===== config.mk =====
export PLATFORM = sky130hd
export DESIGN_NAME = fir_read_slave
export DESIGN_NICKNAME = d
export VERILOG_FILES = /design/src/core/fir_pkg.sv /design/src/core/fir_read_slave.sv
export VERILOG_INCLUDE_DIRS = /design/src /design/src/core
export SDC_FILE = /design/constraint.sdc
export NUM_CORES = 1
export LEC_CHECK = 0
export ABC_CLOCK_PERIOD_IN_PS = 3440
export BUFFER_PORTS_ARGS = -buffer_cell sky130_fd_sc_hd__buf_2
export CORE_MARGIN = 2
export CORE_UTILIZATION = 37
export DETAILED_ROUTE_END_ITERATION = 7
export PLACE_DENSITY = 0.66
export SLEW_MARGIN = 5
export SYNTH_ARGS = -nofsm -noshare
export SYNTH_HDL_FRONTEND = slang
export SYNTH_SLANG_ARGS = --single-unit
export TNS_END_PERCENT = 30

===== constraint.sdc =====
create_clock -name clk_sys -period 3.44 [get_ports clk_sys]
set_input_delay 0.344 -clock clk_sys [delete_from_list [all_inputs] [get_ports clk_sys]]
set_output_delay 0.344 -clock clk_sys [all_outputs]
set_load 0.02 [all_outputs]

===== src/core/fir_params.svh =====
`ifndef FIR_PARAMS_SVH
`define FIR_PARAMS_SVH

// memory geometry
`define FIR_MEM_BYTES      8192
`define FIR_ADDR_W         13
// slave address byte layout
`define FIR_TYPE_MSB       7
`define FIR_TYPE_LSB       4
`define FIR_SEL_MSB        3
`define FIR_SEL_LSB        1
`define FIR_RW_BIT         0
// arbitrary device-type code, not any real part's
`define FIR_DEV_TYPE       4'h6
// high-speed master code pattern 0000_1xxx
`define FIR_HS_CODE        5'h01
`define FIR_HS_CODE_MSB    7
`define FIR_HS_CODE_LSB    3
// bits per byte on the wire
`define FIR_BITS           4'h8
`define FIR_LAST_TX_BIT    4'h7
// write byte index: word-address high, word-address low, then data
`define FIR_IDX_HI         2'h0
`define FIR_IDX_LO         2'h1
`define FIR_IDX_DATA       2'h2
// buffer
`define FIR_BUF_DEPTH      2

`endif


===== src/core/fir_pkg.sv =====
package fir_pkg;

  typedef enum logic [2:0] {
    FIR_IDLE      = 3'h0,
    FIR_ADDR      = 3'h1,
    FIR_ACK_ADDR  = 3'h3,
    FIR_TX        = 3'h2,
    FIR_ACK_TX    = 3'h6,
    FIR_RX        = 3'h7,
    FIR_ACK_RX    = 3'h5,
    FIR_WAIT_STOP = 3'h4
  } fir_state_t;

endpackage


===== src/core/fir_read_slave.sv =====
// How it works
// current read uses internal address register
// after reading n, next read gives n+1
// after writing n, current read gives n
// master should stop before current read
// address register undefined after power-up
// random read: address write, restart, read
// master ack without stop: send next byte
// sequential read wraps highest to lowest
// master sends high-speed code first
// high-speed mode lasts until next stop
// host keeps lines high around power changes
// address advances after each output byte
// address byte: type, select bits, direction
// acknowledge low on matching slave address
// no ack after byte: release, await stop
// 8192 locations, wrap at that boundary
`timescale 1ns/1ps
`include "fir_params.svh"

module fir_read_slave #(
  parameter int AW = `FIR_ADDR_W
) (
  input  wire logic          clk_sys,
  input  wire logic          rst_n,
  input  wire logic          scl_i,
  input  wire logic          sda_i,
  output logic               sda_o,
  output logic               sda_oe,
  input  wire logic [2:0]    device_select_pins,
  output logic               hs_mode,
  output logic               fetch_valid,
  output logic [AW-1:0]      fetch_addr,
  input  wire logic          src_valid,
  input  wire logic [7:0]    src_data,
  output logic               src_ready,
  output logic               wr_valid,
  output logic [AW-1:0]      wr_addr,
  output logic [7:0]         wr_data
);

  // input synchroniser: scl, sda, select pins; filtered value moves when stages 2 and 3 agree
  logic [4:0] s1_r, s2_r, s3_r, flt_r, prev_r;
  logic [4:0] flt_nxt;
  always_comb begin
    for (int i = 0; i < 5; i++) begin
      flt_nxt[i] = (s2_r[i] == s3_r[i]) ? s3_r[i] : flt_r[i];
    end
  end
  always_ff @(posedge clk_sys or negedge rst_n) begin
    if (!rst_n) begin
      s1_r   <= 5'h03;
      s2_r   <= 5'h03;
      s3_r   <= 5'h03;
      flt_r  <= 5'h03;
      prev_r <= 5'h03;
    end else begin
      s1_r   <= {device_select_pins, sda_i, scl_i};
      s2_r   <= s1_r;
      s3_r   <= s2_r;
      flt_r  <= flt_nxt;
      prev_r <= flt_r;
    end
  end
  logic scl_f, sda_f, scl_rise, scl_fall, start_det, stop_det;
  assign scl_f     = flt_r[0];
  assign sda_f     = flt_r[1];
  assign scl_rise  = scl_f & ~prev_r[0];
  assign scl_fall  = ~scl_f & prev_r[0];
  assign start_det = scl_f & prev_r[0] & prev_r[1] & ~sda_f;
  assign stop_det  = scl_f & prev_r[0] & ~prev_r[1] & sda_f;
  // two-entry read-data buffer between memory side and shifter
  logic [7:0] buf_r [`FIR_BUF_DEPTH];
  logic [7:0] buf_nxt [`FIR_BUF_DEPTH];
  logic       wp_r, rp_r, wp_nxt, rp_nxt;
  logic [1:0] cnt_r, cnt_nxt;
  logic       src_ready_r, src_ready_nxt;
  logic       push, pop, buf_valid;
  assign push      = src_valid & src_ready_r;
  assign buf_valid = (cnt_r != 2'h0);
  always_comb begin
    buf_nxt = buf_r;
    wp_nxt  = wp_r;
    rp_nxt  = rp_r;
    cnt_nxt = cnt_r;
    if (start_det || stop_det) begin
      wp_nxt  = 1'b0;
      rp_nxt  = 1'b0;
      cnt_nxt = 2'h0;
    end else begin
      if (push) begin
        buf_nxt[wp_r] = src_data;
        wp_nxt        = ~wp_r;
      end
      if (pop) begin
        rp_nxt = ~rp_r;
      end
      cnt_nxt = cnt_r + {1'b0, push} - {1'b0, pop};
    end
    src_ready_nxt = (cnt_nxt != 2'h2);
  end

  always_ff @(posedge clk_sys or negedge rst_n) begin
    if (!rst_n) begin
      buf_r[0]    <= 8'h00;
      buf_r[1]    <= 8'h00;
      wp_r        <= 1'b0;
      rp_r        <= 1'b0;
      cnt_r       <= 2'h0;
      src_ready_r <= 1'b1;
    end else begin
      buf_r       <= buf_nxt;
      wp_r        <= wp_nxt;
      rp_r        <= rp_nxt;
      cnt_r       <= cnt_nxt;
      src_ready_r <= src_ready_nxt;
    end
  end
  // protocol engine
  fir_pkg::fir_state_t st_r, st_nxt;
  logic [3:0]    bit_r, bit_nxt;
  logic [7:0]    sh_r, sh_nxt;
  logic          rw_r, rw_nxt;
  logic [1:0]    idx_r, idx_nxt;
  logic          hs_r, hs_nxt;
  logic          oe_r, oe_nxt;
  logic          fv_r, fv_nxt;
  logic [AW-1:0] fa_r, fa_nxt;
  logic          wv_r, wv_nxt;
  logic [AW-1:0] wa_r, wa_nxt;
  logic [7:0]    wd_r, wd_nxt;
  logic          wpend_r, wpend_nxt;
  logic [AW-1:0] addr_r, addr_nxt;
  logic [AW-1:0] waddr;
  logic [7:0]    rx_byte;
  logic          match;
  assign rx_byte = sh_r;
  assign match   = (rx_byte[`FIR_TYPE_MSB:`FIR_TYPE_LSB] == `FIR_DEV_TYPE) &&
                   (rx_byte[`FIR_SEL_MSB:`FIR_SEL_LSB] == flt_r[4:2]);
  assign waddr   = wpend_r ? addr_r + 1'b1 : addr_r;
  always_comb begin
    st_nxt    = st_r;
    bit_nxt   = bit_r;
    sh_nxt    = sh_r;
    rw_nxt    = rw_r;
    idx_nxt   = idx_r;
    hs_nxt    = hs_r;
    oe_nxt    = oe_r;
    fv_nxt    = 1'b0;
    fa_nxt    = fa_r;
    wv_nxt    = 1'b0;
    wa_nxt    = wa_r;
    wd_nxt    = wd_r;
    wpend_nxt = wpend_r;
    addr_nxt  = addr_r;
    pop       = 1'b0;
    if (stop_det) begin
      st_nxt = fir_pkg::FIR_IDLE;
      oe_nxt = 1'b0;
      hs_nxt = 1'b0;
    end else if (start_det) begin
      st_nxt  = fir_pkg::FIR_ADDR;
      bit_nxt = 4'h0;
      oe_nxt  = 1'b0;
    end else begin
      unique case (st_r)
        fir_pkg::FIR_IDLE, fir_pkg::FIR_WAIT_STOP: begin
          oe_nxt = 1'b0;
        end
        fir_pkg::FIR_ADDR, fir_pkg::FIR_RX: begin
          if (scl_rise && bit_r != `FIR_BITS) begin
            sh_nxt  = {sh_r[6:0], sda_f};
            bit_nxt = bit_r + 4'h1;
          end else if (scl_fall && bit_r == `FIR_BITS) begin
            if (st_r == fir_pkg::FIR_RX) begin
              oe_nxt = 1'b1;
              st_nxt = fir_pkg::FIR_ACK_RX;
              if (idx_r == `FIR_IDX_HI) begin
                addr_nxt[AW-1:8] = rx_byte[AW-9:0];
              end else if (idx_r == `FIR_IDX_LO) begin
                addr_nxt[7:0] = rx_byte;
                wpend_nxt     = 1'b0;
              end else begin
                addr_nxt  = waddr;
                wa_nxt    = waddr;
                wd_nxt    = rx_byte;
                wv_nxt    = 1'b1;
                wpend_nxt = 1'b1;
              end
              if (idx_r != `FIR_IDX_DATA) begin
                idx_nxt = idx_r + 2'h1;
              end
            end else if (match) begin
              oe_nxt = 1'b1;
              rw_nxt = rx_byte[`FIR_RW_BIT];
              st_nxt = fir_pkg::FIR_ACK_ADDR;
              if (rx_byte[`FIR_RW_BIT]) begin
                fv_nxt = 1'b1;
                fa_nxt = addr_r;
              end
            end else begin
              if (rx_byte[`FIR_HS_CODE_MSB:`FIR_HS_CODE_LSB] == `FIR_HS_CODE) begin
                hs_nxt = 1'b1;
              end
              st_nxt = fir_pkg::FIR_WAIT_STOP;
            end
          end
        end
        fir_pkg::FIR_ACK_ADDR, fir_pkg::FIR_ACK_RX: begin
          if (scl_fall) begin
            bit_nxt = 4'h0;
            if (st_r == fir_pkg::FIR_ACK_ADDR && rw_r) begin
              pop      = buf_valid;
              sh_nxt   = buf_r[rp_r];
              oe_nxt   = ~buf_r[rp_r][7];
              addr_nxt = addr_r + 1'b1;
              st_nxt   = fir_pkg::FIR_TX;
            end else begin
              oe_nxt = 1'b0;
              if (st_r == fir_pkg::FIR_ACK_ADDR) begin
                idx_nxt = `FIR_IDX_HI;
              end
              st_nxt = fir_pkg::FIR_RX;
            end
          end
        end
        fir_pkg::FIR_TX: begin
          if (scl_fall) begin
            if (bit_r == `FIR_LAST_TX_BIT) begin
              oe_nxt = 1'b0;
              st_nxt = fir_pkg::FIR_ACK_TX;
            end else begin
              sh_nxt  = {sh_r[6:0], 1'b0};
              oe_nxt  = ~sh_r[6];
              bit_nxt = bit_r + 4'h1;
            end
          end
        end
        fir_pkg::FIR_ACK_TX: begin
          if (scl_rise) begin
            if (!sda_f) begin
              fv_nxt = 1'b1;
              fa_nxt = addr_r;
              st_nxt = fir_pkg::FIR_ACK_ADDR;
            end else begin
              st_nxt = fir_pkg::FIR_WAIT_STOP;
            end
          end
        end
      endcase
    end
  end

  always_ff @(posedge clk_sys or negedge rst_n) begin
    if (!rst_n) begin
      st_r    <= fir_pkg::FIR_IDLE;
      bit_r   <= 4'h0;
      sh_r    <= 8'h00;
      rw_r    <= 1'b0;
      idx_r   <= 2'h0;
      hs_r    <= 1'b0;
      oe_r    <= 1'b0;
      fv_r    <= 1'b0;
      fa_r    <= '0;
      wv_r    <= 1'b0;
      wa_r    <= '0;
      wd_r    <= 8'h00;
      wpend_r <= 1'b0;
    end else begin
      st_r    <= st_nxt;
      bit_r   <= bit_nxt;
      sh_r    <= sh_nxt;
      rw_r    <= rw_nxt;
      idx_r   <= idx_nxt;
      hs_r    <= hs_nxt;
      oe_r    <= oe_nxt;
      fv_r    <= fv_nxt;
      fa_r    <= fa_nxt;
      wv_r    <= wv_nxt;
      wa_r    <= wa_nxt;
      wd_r    <= wd_nxt;
      wpend_r <= wpend_nxt;
    end
  end
  // address register deliberately has no reset: its content is undefined at power-up
  always_ff @(posedge clk_sys) begin
    addr_r <= addr_nxt;
  end

  assign sda_o       = 1'b0;
  assign sda_oe      = oe_r;
  assign hs_mode     = hs_r;
  assign fetch_valid = fv_r;
  assign fetch_addr  = fa_r;
  assign src_ready   = src_ready_r;
  assign wr_valid    = wv_r;
  assign wr_addr     = wa_r;
  assign wr_data     = wd_r;

endmodule


; ---- Yosys cells after proc, flatten, opt, wreduce, memory -nomap -nowiden
; Index checks and enable logic that the tools add are counted.
[totals]
inputBits = 16
output_inout_bits = 40
ff_bits = 113
[op_classes]
eq_ne = 54
n_reduce_logical = 36
n_bitwise = 25
n_addsub = 5
order_cmp = 3
n_mux = 105
[ops]
columns = cell, count
row1 = $mux W13, 13
row2 = $mux W8, 11
row3 = $pmux W13 S2, 2
row4 = $mux W1, 44
row5 = $ne A2 B2 Y1 const B, 22
row6 = $mux W3, 12
row7 = $ne A4 B4 Y1 const B, 7
row8 = $reduce_and A7 Y1, 4
row9 = $pmux W8 S3, 1
row10 = $mux W4, 5
row11 = $reduce_and A10 Y1, 2
row12 = $reduce_and A9 Y1, 2
row13 = $bwmux W16, 1
row14 = $mux W2, 8
row15 = $reduce_and A8 Y1, 2
row16 = $reduce_bool A2 Y1, 8
row17 = $ne A3 B3 Y1 const B, 5
row18 = $not A1 Y1, 15
row19 = $add A13 B1 Y13 const B, 1
row20 = $eq A3 B3 Y1 const B, 4
row21 = $pmux W3 S4, 1
row22 = $pmux W4 S3, 1
row23 = $reduce_and A6 Y1, 2
row24 = $reduce_bool A6 Y1, 2
row25 = 31 further kinds, 53

; ---- Logic depth before layout (Yosys ltp)
; Gate-level depths: netlist of run 1.
[logic_depth]
depth_word = 10
depth_mapped = 10

; ---- Worst setup path before layout of run 1
; OpenSTA, ideal clock, no wires.
[synth_path]
path_type = reg2reg
from = register bit_r[0]
to = register addr_r[0] (enable)
t_arrival_ns = 2.120
path_stages_with_launch = 7
period_less_slack_ns = 2.515
path_buffers = 0
slack_ns = 0.925
path_cell_list = dfrtp_1 > inv_1 > ha_1 > nand3b_1 > or3_4 > nor2b_1 > nor4_1
[synth_via]
elab_chain_len = 4
[synth_rtl]
columns = element, line
row1 = start: declaration, fir_read_slave.sv:121  ; logic [3:0] bit_r, bit_nxt;
row2 = start signal: assignment, fir_read_slave.sv:271  ; bit_r <= bit_nxt;
row3 = $eq A4 B4 Y1 (no source line) or $ne A4 B4 Y1 (tied branches), --
row4 = $logic_and A1 B1 Y1 (no source line), --
row5 = $ne A2 B2 Y1 (no source line), --
row6 = $reduce_and A9 Y1 (no source line) (*), --
row7 = end signal: assignment, fir_read_slave.sv:287  ; addr_r <= addr_nxt;
row8 = end: declaration, fir_read_slave.sv:133  ; logic [AW-1:0] addr_r, addr_nxt;
; Every way passes the cells marked *; elsewhere a longest branch is shown, timed or not.
; A chain may end at the register's enable or synchronous reset.

; ---- Final worst setup path of run 1
[layout_path]
from = register st_r[2]
to = register src_ready_r, in the netlist src_ready
[layout_via]
elab_chain_len = 10
[layout_rtl]
columns = element, line
row1 = start: declaration, fir_read_slave.sv:120  ; fir_pkg::fir_state_t st_r, st_nxt;
row2 = start signal: assignment, fir_read_slave.sv:256  ; st_r <= fir_pkg::FIR_IDLE;
row3 = start signal: assignment, fir_read_slave.sv:270  ; st_r <= st_nxt;
row4 = $eq A3 B2 Y1, "fir_read_slave.sv:166, fir_read_slave.sv:212"
row5 = $logic_and A1 B1 Y1, fir_read_slave.sv:212  ; if (st_r == fir_pkg::FIR_ACK_ADDR && rw_r) begin
row6 = $mux W1, fir_read_slave.sv:212
row7 = $mux W1, fir_read_slave.sv:210  ; if (scl_fall) begin
row8 = $mux W1 (*), fir_read_slave.sv:166  ; unique case (st_r)
row9 = $mux W1 (*), fir_read_slave.sv:161  ; end else if (start_det) begin
row10 = $mux W1 (*), fir_read_slave.sv:157  ; if (stop_det) begin
row11 = $sub A2 B1 Y2 (*), fir_read_slave.sv:98  ; cnt_nxt = cnt_r + {1'b0, push} - {1'b0, pop};
row12 = $mux W2 (*), fir_read_slave.sv:86  ; if (start_det || stop_det) begin
row13 = $ne A2 B2 Y1 (*), fir_read_slave.sv:100  ; src_ready_nxt = (cnt_nxt != 2'h2);
row14 = via src_ready_nxt, fir_read_slave.sv:77  ; logic src_ready_r, src_ready_nxt;
row15 = end signal: assignment, fir_read_slave.sv:116  ; src_ready_r <= src_ready_nxt;
row16 = end: declaration, fir_read_slave.sv:77
; Mark *: on every way through the listed nets, which the timed path passes. The rest lies on a longest branch.

==> run summary, run 1 <==
Worst-path clk slew: 0.05 ns
crit end category: flop
CP required: 3.77 ns
setup ws final: 0.8935 ns
DRC viols: 0
Tightest Hold Check Type: in -> reg
cell mode on critical path: ha_1
RSZ-0062 raised after global routing: false
Die ar.: 16360 um^2
Synth Flop Type: dfrtp_1
drt first pass iters: 5
most frequent cell after synthesis: dfrtp_1
Synth Warn #: 0
crit-path cells: nand2b_1 > nor3_1 > ha_1 > inv_1 > ha_1 > xor2_1 > xnor2_1 > or3_1
Yosys top cell by area: dfrtp_1
Hold Path End: s1_r[1]
Syn Area/Cell: 10.92 um^2
vias after detailed routing: 4230
# H-tree levels: 4
Seq cells post-synth: 113
CP Launch Type: flop
Worst R2R End: src_ready
port bufs: 54
Fill cells: 1455
Final Cycle Share: 74.02%
drt total wl: 13170 um
fin util: 44.26%
R2R cell count: 8
DP HPWL: 9209 um
post-CTS sizing: 0
Iter 0 DRT Violations: 310
worst path bufs/invs: 1
worst r2r src: st_r[2]
Final Setup Violations: 0
Die Width: 127.9 um
setup_tns: 0 ns
number of clock sinks: 113
Core ar.: 15090 um^2
P&R area growth vs syn: 17.58%
Worst Path Max Fanout: 24
nets: 596
final clock skew: 0.01646 ns
Max Cap Violations: 0
Hold Fails Final Rpt: 0
initial antenna violation count: 0
synth cell count leaders: dfrtp_1, nand2_1, mux2_2, a21oi_1, nor2_1
Post-CTS Hold Fix Bufs: 0
Clock Tree Buf Depth: 2
Netlist Area Pre-Place: 5680 um^2
slew margin rel.: 33.54%
Num CTS Buffers: 17
Tot GR Track Use: 17.42%
Fmax: 392.7 MHz
pwr dens: 633.5 nW/um^2
Least-Margin Pin Slew: 0.9970 ns
Finished Cell Area: 6679 um^2
CP arrival: 2.88 ns
Multi-input gate area: 2567 um^2
num rows: 45
post-synthesis net count: 544
largest net degree at the start of global routing: 79
R2R setup slack: 0.89 ns
Async SR Flop Fraction: 88.50%
Tot Pwr: 4.231 mW
Synth top area share: 39.21%
Synth area leaders: dfrtp_1, mux2_2, edfxtp_1
GP Congestion: 0.8700
Die Ht: 127.9 um
Reg area: 2907 um^2
GR Overflow Total: 0
Initial Util: 37.65%
Post-synth EDFFs: 13
diode count: 0
Critical Path Slowest Stage Cell: dfrtp_1
Post-CTS Setup Bufs: 0
Post-Place Worst Slack: 0.8937 ns
Yosys cell types: 75
io pins: 56
Worst-Skew Late Latency: 0.42 ns
first-pass GRT wire length: 22200 um
Root Driver: clkbuf_16
drt via density: 5.479
Hold Crit Start: sda_i
Tmin final: 2.546 ns
maximum vdd drop: 467.4 uV
CP delay by family, top: simple AND/OR/NAND/NOR gates
vias in the first global route: 4186
outcome: finished clean
Syn Inst Count: 520
register area share after synthesis: 51.17%
CP peak stage delay: 0.66 ns
layout cells sized above 1: 28.08%
CTS tree: yes
Slew Limit Fails: 0
DP Area: 6080 um^2
hold path depth: 1
critical path class: reg -> reg
DR WL/cell: 17.06 um
Pleak: 2.948 nW
ANT nets after route: 0
[flip-flops by register name, summed over array words and instances (netlist names), 2 cells and up]
signal,flops
s3_r,5
s2_r,5
st_r,3
wr_data,8
addr_r,13
wr_addr,13
bit_r,4
prev_r,2
flt_r,5
s1_r,5
fetch_addr,13
cnt_r,2
buf_r,16
rx_byte,8
idx_r,2
[through the flow]
stage | hold slack, ns | std cells
2_1_floorplan | 0.04841 | 520
3_3_place_gp | 0.3338 | 741
3_5_place_dp | 0.3347 | 741
4_1_cts | 0.007454 | 772
5_1_grt | 0.0004772 | 772
6_report | 0.02419 | 772
[cells in the final DEF, fill, tap and decap left out, types with 5 or more instances in the layout]
cell type	count
a211oi_1	5
a21oi_1	31
buf_2	53
buf_4	7
clkbuf_16	17
clkinv_2	5
dfrtp_1	89
dfstp_2	11
edfxtp_1	13
ha_1	8
inv_1	13
maj3_1	5
mux2_2	37
mux2i_1	15
nand2_1	69
nand3_1	11
nand4_1	6
nor2_1	26
nor3_1	6
nor4_1	7
o21a_1	6
o21ai_0	21
o21ai_2	12
xnor2_1	8
xor2_1	13
[worst max path at each step]
stage | startpoint | endpoint | slack, ns | cells after the start
2_1_floorplan | bit_r[0] | addr_r[0] | 0.93 | 6
3_3_place_gp | st_r[2] | src_ready | 1.0 | 8
3_5_place_dp | st_r[2] | src_ready | 0.89 | 8
4_1_cts | st_r[2] | src_ready | 0.89 | 8
5_1_grt | st_r[1] | src_ready | 0.67 | 8
6_report | st_r[2] | src_ready | 0.89 | 8
[metal layers]
| layer | up-vias | share of wire [%] | track usage (%) |
|---|---|---|---|
| met4 | 0 | 2.1 | 6.529 |
| met5 | - | 0 | 0 |
| met2 | 129 | 46 | 26.33 |
| met3 | 23 | 5.4 | 5.134 |
| met1 | 2083 | 47 | 23.72 |
| li1 | 1995 | - | - |
[final cells by class]
class,count,area share [%]
clock inverter,11,2.435
multi-input combinational,366,38.44
tap,188,3.522
clock buffer,20,6.538
inverter,14,0.7868
timing repair buffer,60,4.758
sequential,113,43.52
[cells by family (layout without fill, tap and decap cells)]
kind of cell / count (synthesis) / count (layout) / share of synthesized area [%]
AO/OA/AOI/OAI: 114 / 114 / 13.77
multiplexers: 52 / 52 / 9.978
flip-flops: 113 / 113 / 51.17
XOR/XNOR: 21 / 21 / 3.238
other: 1 / 1 / 0.06602
AND/OR/NAND/NOR: 165 / 165 / 15.51
buffers and inverters: 41 / 105 / 3.634
adder cells (fa/ha/maj): 13 / 13 / 2.643
[power breakdown]
group	internal (mW)	switching [mW]
Sequential	1.56	0.180
Clock	1.20	0.593
Combinational	0.333	0.367
Total	3.09	1.14
(Power assumes the default switching activity.)
==> inputs of run 2 (changes only) <==
--- a/config.mk
+++ b/config.mk
@@ -6,12 +6,12 @@
 export SDC_FILE = /design/constraint.sdc
 export NUM_CORES = 1
 export LEC_CHECK = 0
-export ABC_CLOCK_PERIOD_IN_PS = 3440
+export ABC_CLOCK_PERIOD_IN_PS = 2250
 export BUFFER_PORTS_ARGS = -buffer_cell sky130_fd_sc_hd__buf_2
 export CORE_MARGIN = 2
 export CORE_UTILIZATION = 37
 export DETAILED_ROUTE_END_ITERATION = 7
-export PLACE_DENSITY = 0.66
+export PLACE_DENSITY = 0.68
 export SLEW_MARGIN = 5
 export SYNTH_ARGS = -nofsm -noshare
 export SYNTH_HDL_FRONTEND = slang
==> constraint.sdc (replaced) <==
create_clock -name clk_sys -period 2.25 [get_ports clk_sys]
set_input_delay 0.225 -clock clk_sys [delete_from_list [all_inputs] [get_ports clk_sys]]
set_output_delay 0.225 -clock clk_sys [all_outputs]
set_load 0.02 [all_outputs]
==> run 2 against run 1 <==
  * Sequential power up 51%
  * Sequential cell count unchanged
  * Register-to-register slack worse by 0.82 ns
==> run summary, run 2 (synthesized netlist as in run 1, its figures left out) <==
Worst-path clk slew: 0.06 ns (was 0.05 ns)
pwr dens: 947.1 nW/um^2 (was 633.5 nW/um^2)
crit end category: flop (unchanged)
Pleak: 3.138 nW (was 2.948 nW)
Worst-Skew Late Latency: 0.42 ns (about the same)
ANT nets after route: 0 (unchanged)
Clock Tree Buf Depth: 2 (unchanged)
first-pass GRT wire length: 21070 um (was 22200 um)
Tot GR Track Use: 16.45% (was 17.42%)
num rows: 45 (unchanged)
layout cells sized above 1: 31.77% (was 28.08%)
worst r2r src: bit_r[0] (was st_r[2])
Worst Path Max Fanout: 30 (was 24)
CTS tree: yes (unchanged)
drt first pass iters: 5 (unchanged)
DR WL/cell: 16.02 um (was 17.06 um)
Critical Path Source: bit_r[0] (was st_r[2])
port bufs: 54 (unchanged)
Final Cycle Share: 96.91% (was 74.02%)
commonest non-fill, non-tap cells in the layout: dfrtp_1, nand2_1, buf_2, mux2_2 (was dfrtp_1, nand2_1, buf_2, mux2_2, a21oi_1)
Tightest Hold Check Type: in -> reg (unchanged)
CP Launch Type: flop (unchanged)
CP required: 2.53 ns (was 3.77 ns)
largest net degree at the start of global routing: 44 (was 79)
initial antenna violation count: 0 (unchanged)
Initial Util: 37.65% (unchanged)
critical path class: reg -> reg (unchanged)
Fmax: 458.6 MHz (was 392.7 MHz)
Iter 0 DRT Violations: 432 (was 310)
outcome: finished clean (unchanged)
GP Congestion: 0.9524 (was 0.8700)
Die Width: 127.9 um (unchanged)
CP arrival: 2.46 ns (was 2.88 ns)
final clock skew: 0.01163 ns (was 0.01646 ns)
top register by number of flip-flops: buf_r (unchanged)
Core ar.: 15090 um^2 (unchanged)
Root Driver: clkbuf_16 (unchanged)
Placed Cells: 766 (was 741)
Die ar.: 16360 um^2 (unchanged)
RSZ-0062 raised after global routing: true (was false)
number of clock sinks: 113 (unchanged)
vias after detailed routing: 4429 (was 4230)
# H-tree levels: 4 (unchanged)
slew margin rel.: 64.07% (was 33.54%)
Tmin final: 2.180 ns (was 2.546 ns)
Slew Limit Fails: 0 (unchanged)
DP HPWL: 9034 um (was 9209 um)
maximum vdd drop: 627.8 uV (was 467.4 uV)
io pins: 56 (unchanged)
Die Ht: 127.9 um (unchanged)
DRC viols: 0 (unchanged)
Hold Crit Start: src_data[0] (was sda_i)
diode count: 0 (unchanged)
Least-Margin Pin Slew: 0.5348 ns (was 0.9970 ns)
nets: 628 (was 596)
Post-Place Worst Slack: 0.04642 ns (was 0.8937 ns)
setup ws final: 0.06962 ns (was 0.8935 ns)
vias in the first global route: 4192 (was 4186)
GR Overflow Total: 0 (unchanged)
drt via density: 5.502 (was 5.479)
drt total wl: 12900 um (was 13170 um)
Hold Fails Final Rpt: 0 (unchanged)
commonest non-fill, non-tap cell in the layout: dfrtp_1 (unchanged)
P&R area growth vs syn: 23.68% (was 17.58%)
Final Setup Violations: 0 (unchanged)
worst hold slack: 0.05212 ns (was 0.02419 ns)
Num CTS Buffers: 17 (unchanged)
non-filler instance count after layout: 805 (was 772)
Max Cap Violations: 0 (unchanged)
Largest register FFs: 16 (unchanged)
-- run 2: cell count changes in the layout (fill, tap and decap cells not counted), moves of 3 or more --
cell           before  now
clkinv_2            5    2
buf_4               7   31
clkbuf_16          17   20
dlygate4sd3_1       0    6
clkbuf_8            0    4
-- run 2: power breakdown --
part | switching [mW] | total, mW | internal [mW] | leakage (nW)
clock | 0.918 | 2.86 | 1.95 | 0.322
combinational | 0.593 | 1.16 | 0.564 | 1.42
sequential | 0.251 | 2.63 | 2.38 | 1.39
-- run 2: layer usage --
metal / GRT usage, % / up-vias / share of wire (%)
met2: 24.98 / 192 / 46
met4: 6.464 / 0 / 1.9
li1: - / 2065 / -
met5: 0 / - / 0
met3: 4.633 / 21 / 6.8
met1: 22.32 / 2151 / 45
-- run 2: through the flow --
stage	area [um^2]	setup TNS, ns	utilization [%]	power, mW
final	7025	0	46.56	6.654
after global routing	7025	-0.04002	46.56	6.957
after CTS	7009	0	46.45	6.703
after detailed placement	6299	0	41.74	3.794
after global placement	6299	0	41.74	3.736
after floorplan	5687	0	-	3.426
-- run 2: critical path: stages (launching register included) --
cell and delay (ns):
dfrtp_1 0.40, inv_1 0.10, ha_1 0.17, nand3b_1 0.11, or3_4 0.38, or4_4 0.64
nand2_1 0.17, o21ai_2 0.06
-- run 2: layout make-up --
class | instances | area [um^2]
clock buffers | 26 | 563.0
clock inverters | 6 | 87.58
fillers | 1399 | 8064
inverters | 14 | 52.55
multi-input cells | 366 | 2581
flip-flops and latches | 113 | 2908
well taps | 188 | 235.2
repair buffers | 92 | 598.1
-- run 2: worst paths after layout --
path,endpoint,depth (start not counted),slack (ns)
max in group asynchronous,src_ready,3,1.21
worst min-delay path,buf_r[0],2,0.05
worst min register to register,s2_r[2],0,0.35
worst max register to register,wr_addr[7],7,0.07
worst max-delay path,wr_addr[7],7,0.07
min in group asynchronous,fetch_valid,2,0.33
-- run 2: repair_timing --
action	CTS	global route
hold buffers	6	0
setup endpoints to repair	0	22
buffers inserted	0	1
hold endpoints to repair	41	0
resized for setup	0	4
==> inputs of run 3 (changes only) <==
--- a/config.mk
+++ b/config.mk
@@ -7,9 +7,10 @@
 export NUM_CORES = 1
 export LEC_CHECK = 0
 export ABC_CLOCK_PERIOD_IN_PS = 2250
-export BUFFER_PORTS_ARGS = -buffer_cell sky130_fd_sc_hd__buf_2
+export BUFFER_PORTS_ARGS = -buffer_cell sky130_fd_sc_hd__buf_4
 export CORE_MARGIN = 2
 export CORE_UTILIZATION = 37
+export CTS_BUF_LIST = sky130_fd_sc_hd__clkbuf_8
 export DETAILED_ROUTE_END_ITERATION = 7
 export PLACE_DENSITY = 0.68
 export SLEW_MARGIN = 5
==> run 3 against run 2 <==
  * Non-clock buffer count rose by 1
  * Wire length rose by 2.4%
  * Largest cell class unchanged
  * Critical path type unchanged
  * Critical path depth is the same
==> run summary, run 3 (synthesized netlist as in run 1, its figures left out) <==
maximum vdd drop: 629.0 uV (was 627.8 uV)
GP Congestion: 0.9833 (was 0.9524)
R2R cell count: 7 (unchanged)
WP depth: 7 (unchanged)
drt first pass iters: 5 (unchanged)
Finished Cell Area: 6868 um^2 (was 7025 um^2)
non-filler instance count after layout: 807 (was 805)
io pins: 56 (unchanged)
diode count: 0 (unchanged)
Tmin final: 2.162 ns (was 2.180 ns)
Placed Cells: 768 (was 766)
top register by number of flip-flops: buf_r (unchanged)
Worst-Skew Late Latency: 0.43 ns (was 0.42 ns)
setup ws final: 0.08781 ns (was 0.06962 ns)
Iter 0 DRT Violations: 487 (was 432)
drt total wl: 13210 um (was 12900 um)
number of clock sinks: 113 (unchanged)
pwr dens: 802.3 nW/um^2 (was 947.1 nW/um^2)
outcome: finished clean (unchanged)
Critical Path Slowest Stage Cell: or4_4 (unchanged)
drt via density: 5.465 (was 5.502)
Fmax: 462.5 MHz (was 458.6 MHz)
Final Setup Violations: 0 (unchanged)
slew margin rel.: 63.64% (was 64.07%)
fin util: 45.51% (was 46.56%)
DR WL/cell: 16.37 um (was 16.02 um)
Die ar.: 16360 um^2 (unchanged)
CP required: 2.56 ns (was 2.53 ns)
GR Overflow Total: 0 (unchanged)
setup_tns: 0 ns (unchanged)
worst hold slack: 0.03483 ns (was 0.05212 ns)
Fill cells: 1417 (was 1399)
DP HPWL: 9321 um (was 9034 um)
Largest register FFs: 16 (unchanged)
nets: 630 (was 628)
Core ar.: 15090 um^2 (unchanged)
num rows: 45 (unchanged)
Root Driver: clkbuf_8 (was clkbuf_16)
Initial Util: 37.65% (unchanged)
port bufs: 54 (unchanged)
hold path depth: 2 (unchanged)
commonest non-fill, non-tap cells in the layout: dfrtp_1, buf_4, nand2_1, mux2_2, a21oi_1 (was dfrtp_1, nand2_1, buf_2, mux2_2)
# H-tree levels: 4 (unchanged)
DP Area: 6434 um^2 (was 6299 um^2)
Final Cycle Share: 96.10% (was 96.91%)
Worst-path clk slew: 0.07 ns (was 0.06 ns)
CP peak stage delay: 0.66 ns (was 0.64 ns)
CP arrival: 2.47 ns (was 2.46 ns)
Die Width: 127.9 um (unchanged)
Die Ht: 127.9 um (unchanged)
largest net degree at the start of global routing: 38 (was 44)
worst path bufs/invs: 1 (unchanged)
P&R area growth vs syn: 20.90% (was 23.68%)
Slew Limit Fails: 0 (unchanged)
Post-CTS Setup Bufs: 0 (unchanged)
Tot GR Track Use: 16.58% (was 16.45%)
CP delay by family, top: simple AND/OR/NAND/NOR gates (unchanged)
layout cells sized above 1: 31.66% (was 31.77%)
CTS tree: yes (unchanged)
vias after detailed routing: 4410 (was 4429)
Clock Tree Buf Depth: 2 (unchanged)
Worst Path Max Fanout: 15 (was 30)
Max Cap Violations: 0 (unchanged)
Post-Place Worst Slack: 0.04703 ns (was 0.04642 ns)
vias in the first global route: 4295 (was 4192)
crit-path cells: inv_1 > ha_1 > nand3b_1 > or3_4 > or4_4 > nand2_1 > o21ai_2 (unchanged)
commonest non-fill, non-tap cell in the layout: dfrtp_1 (unchanged)
Hold Fails Final Rpt: 0 (unchanged)
Num CTS Buffers: 17 (unchanged)
CP Launch Type: flop (unchanged)
first-pass GRT wire length: 21340 um (was 21070 um)
crit end category: flop (unchanged)
DRC viols: 0 (unchanged)
critical path class: reg -> reg (unchanged)
Tightest Hold Check Type: in -> reg (unchanged)
Tot Pwr: 5.510 mW (was 6.654 mW)
Pleak: 3.029 nW (was 3.138 nW)
final clock skew: 0.009711 ns (was 0.01163 ns)
RSZ-0062 raised after global routing: true (unchanged)
initial antenna violation count: 0 (unchanged)
ANT nets after route: 0 (unchanged)
Least-Margin Pin Slew: 0.5397 ns (was 0.5348 ns)
[run 3: cell types whose count changed in the layout (fill, tap and decap cells not counted), moves of 2 or more]
cell and change:
clkbuf_8 +15, inv_1 +3, buf_4 +55, clkinv_2 +4, clkbuf_1 -2, buf_2 -53, clkbuf_16 -20
[run 3: final cells by class]
class	instances	area (um^2)	area share [%]
inverter	14	52.55	0.7652
sequential	113	2908	42.34
timing repair buffer	93	725.7	10.57
clock inverter	13	95.09	1.385
tap	188	235.2	3.425
clock buffer	19	261.5	3.808
multi-input combinational	367	2590	37.71
[run 3: report_power, final]
part | total (mW) | switching [mW] | internal (mW)
Sequential | 2.62 | 0.239 | 2.38
Clock | 1.72 | 0.807 | 0.910
Combinational | 1.18 | 0.601 | 0.576
Total | 5.51 | 1.65 | 3.86
[run 3: final timing paths]
check,startpoint,endpoint,slack (ns)
worst max-delay path,bit_r[0],wr_addr[5],0.09
worst min-delay path,src_data[4],buf_r[4],0.03
worst max register to register,bit_r[0],wr_addr[5],0.09
worst min register to register,s1_r[2],s2_r[2],0.35
max in group asynchronous,rst_n,src_ready,1.18
min in group asynchronous,rst_n,fetch_valid,0.30
[run 3: timing repair]
action / in CTS / in global routing
resized for setup: 0 / 5
hold endpoints to repair: 39 / 0
hold buffers: 6 / 0
setup endpoints to repair: 0 / 26
[run 3: routing by layer]
metal  GRT usage, %  up-vias  part of all wire (%)
met3          4.215       24                   7.0
met1          21.86     2130                    45
met5              0        -                     0
li1               -     2058                     -
met4          7.563        0                   2.3
met2          25.76      198                    46
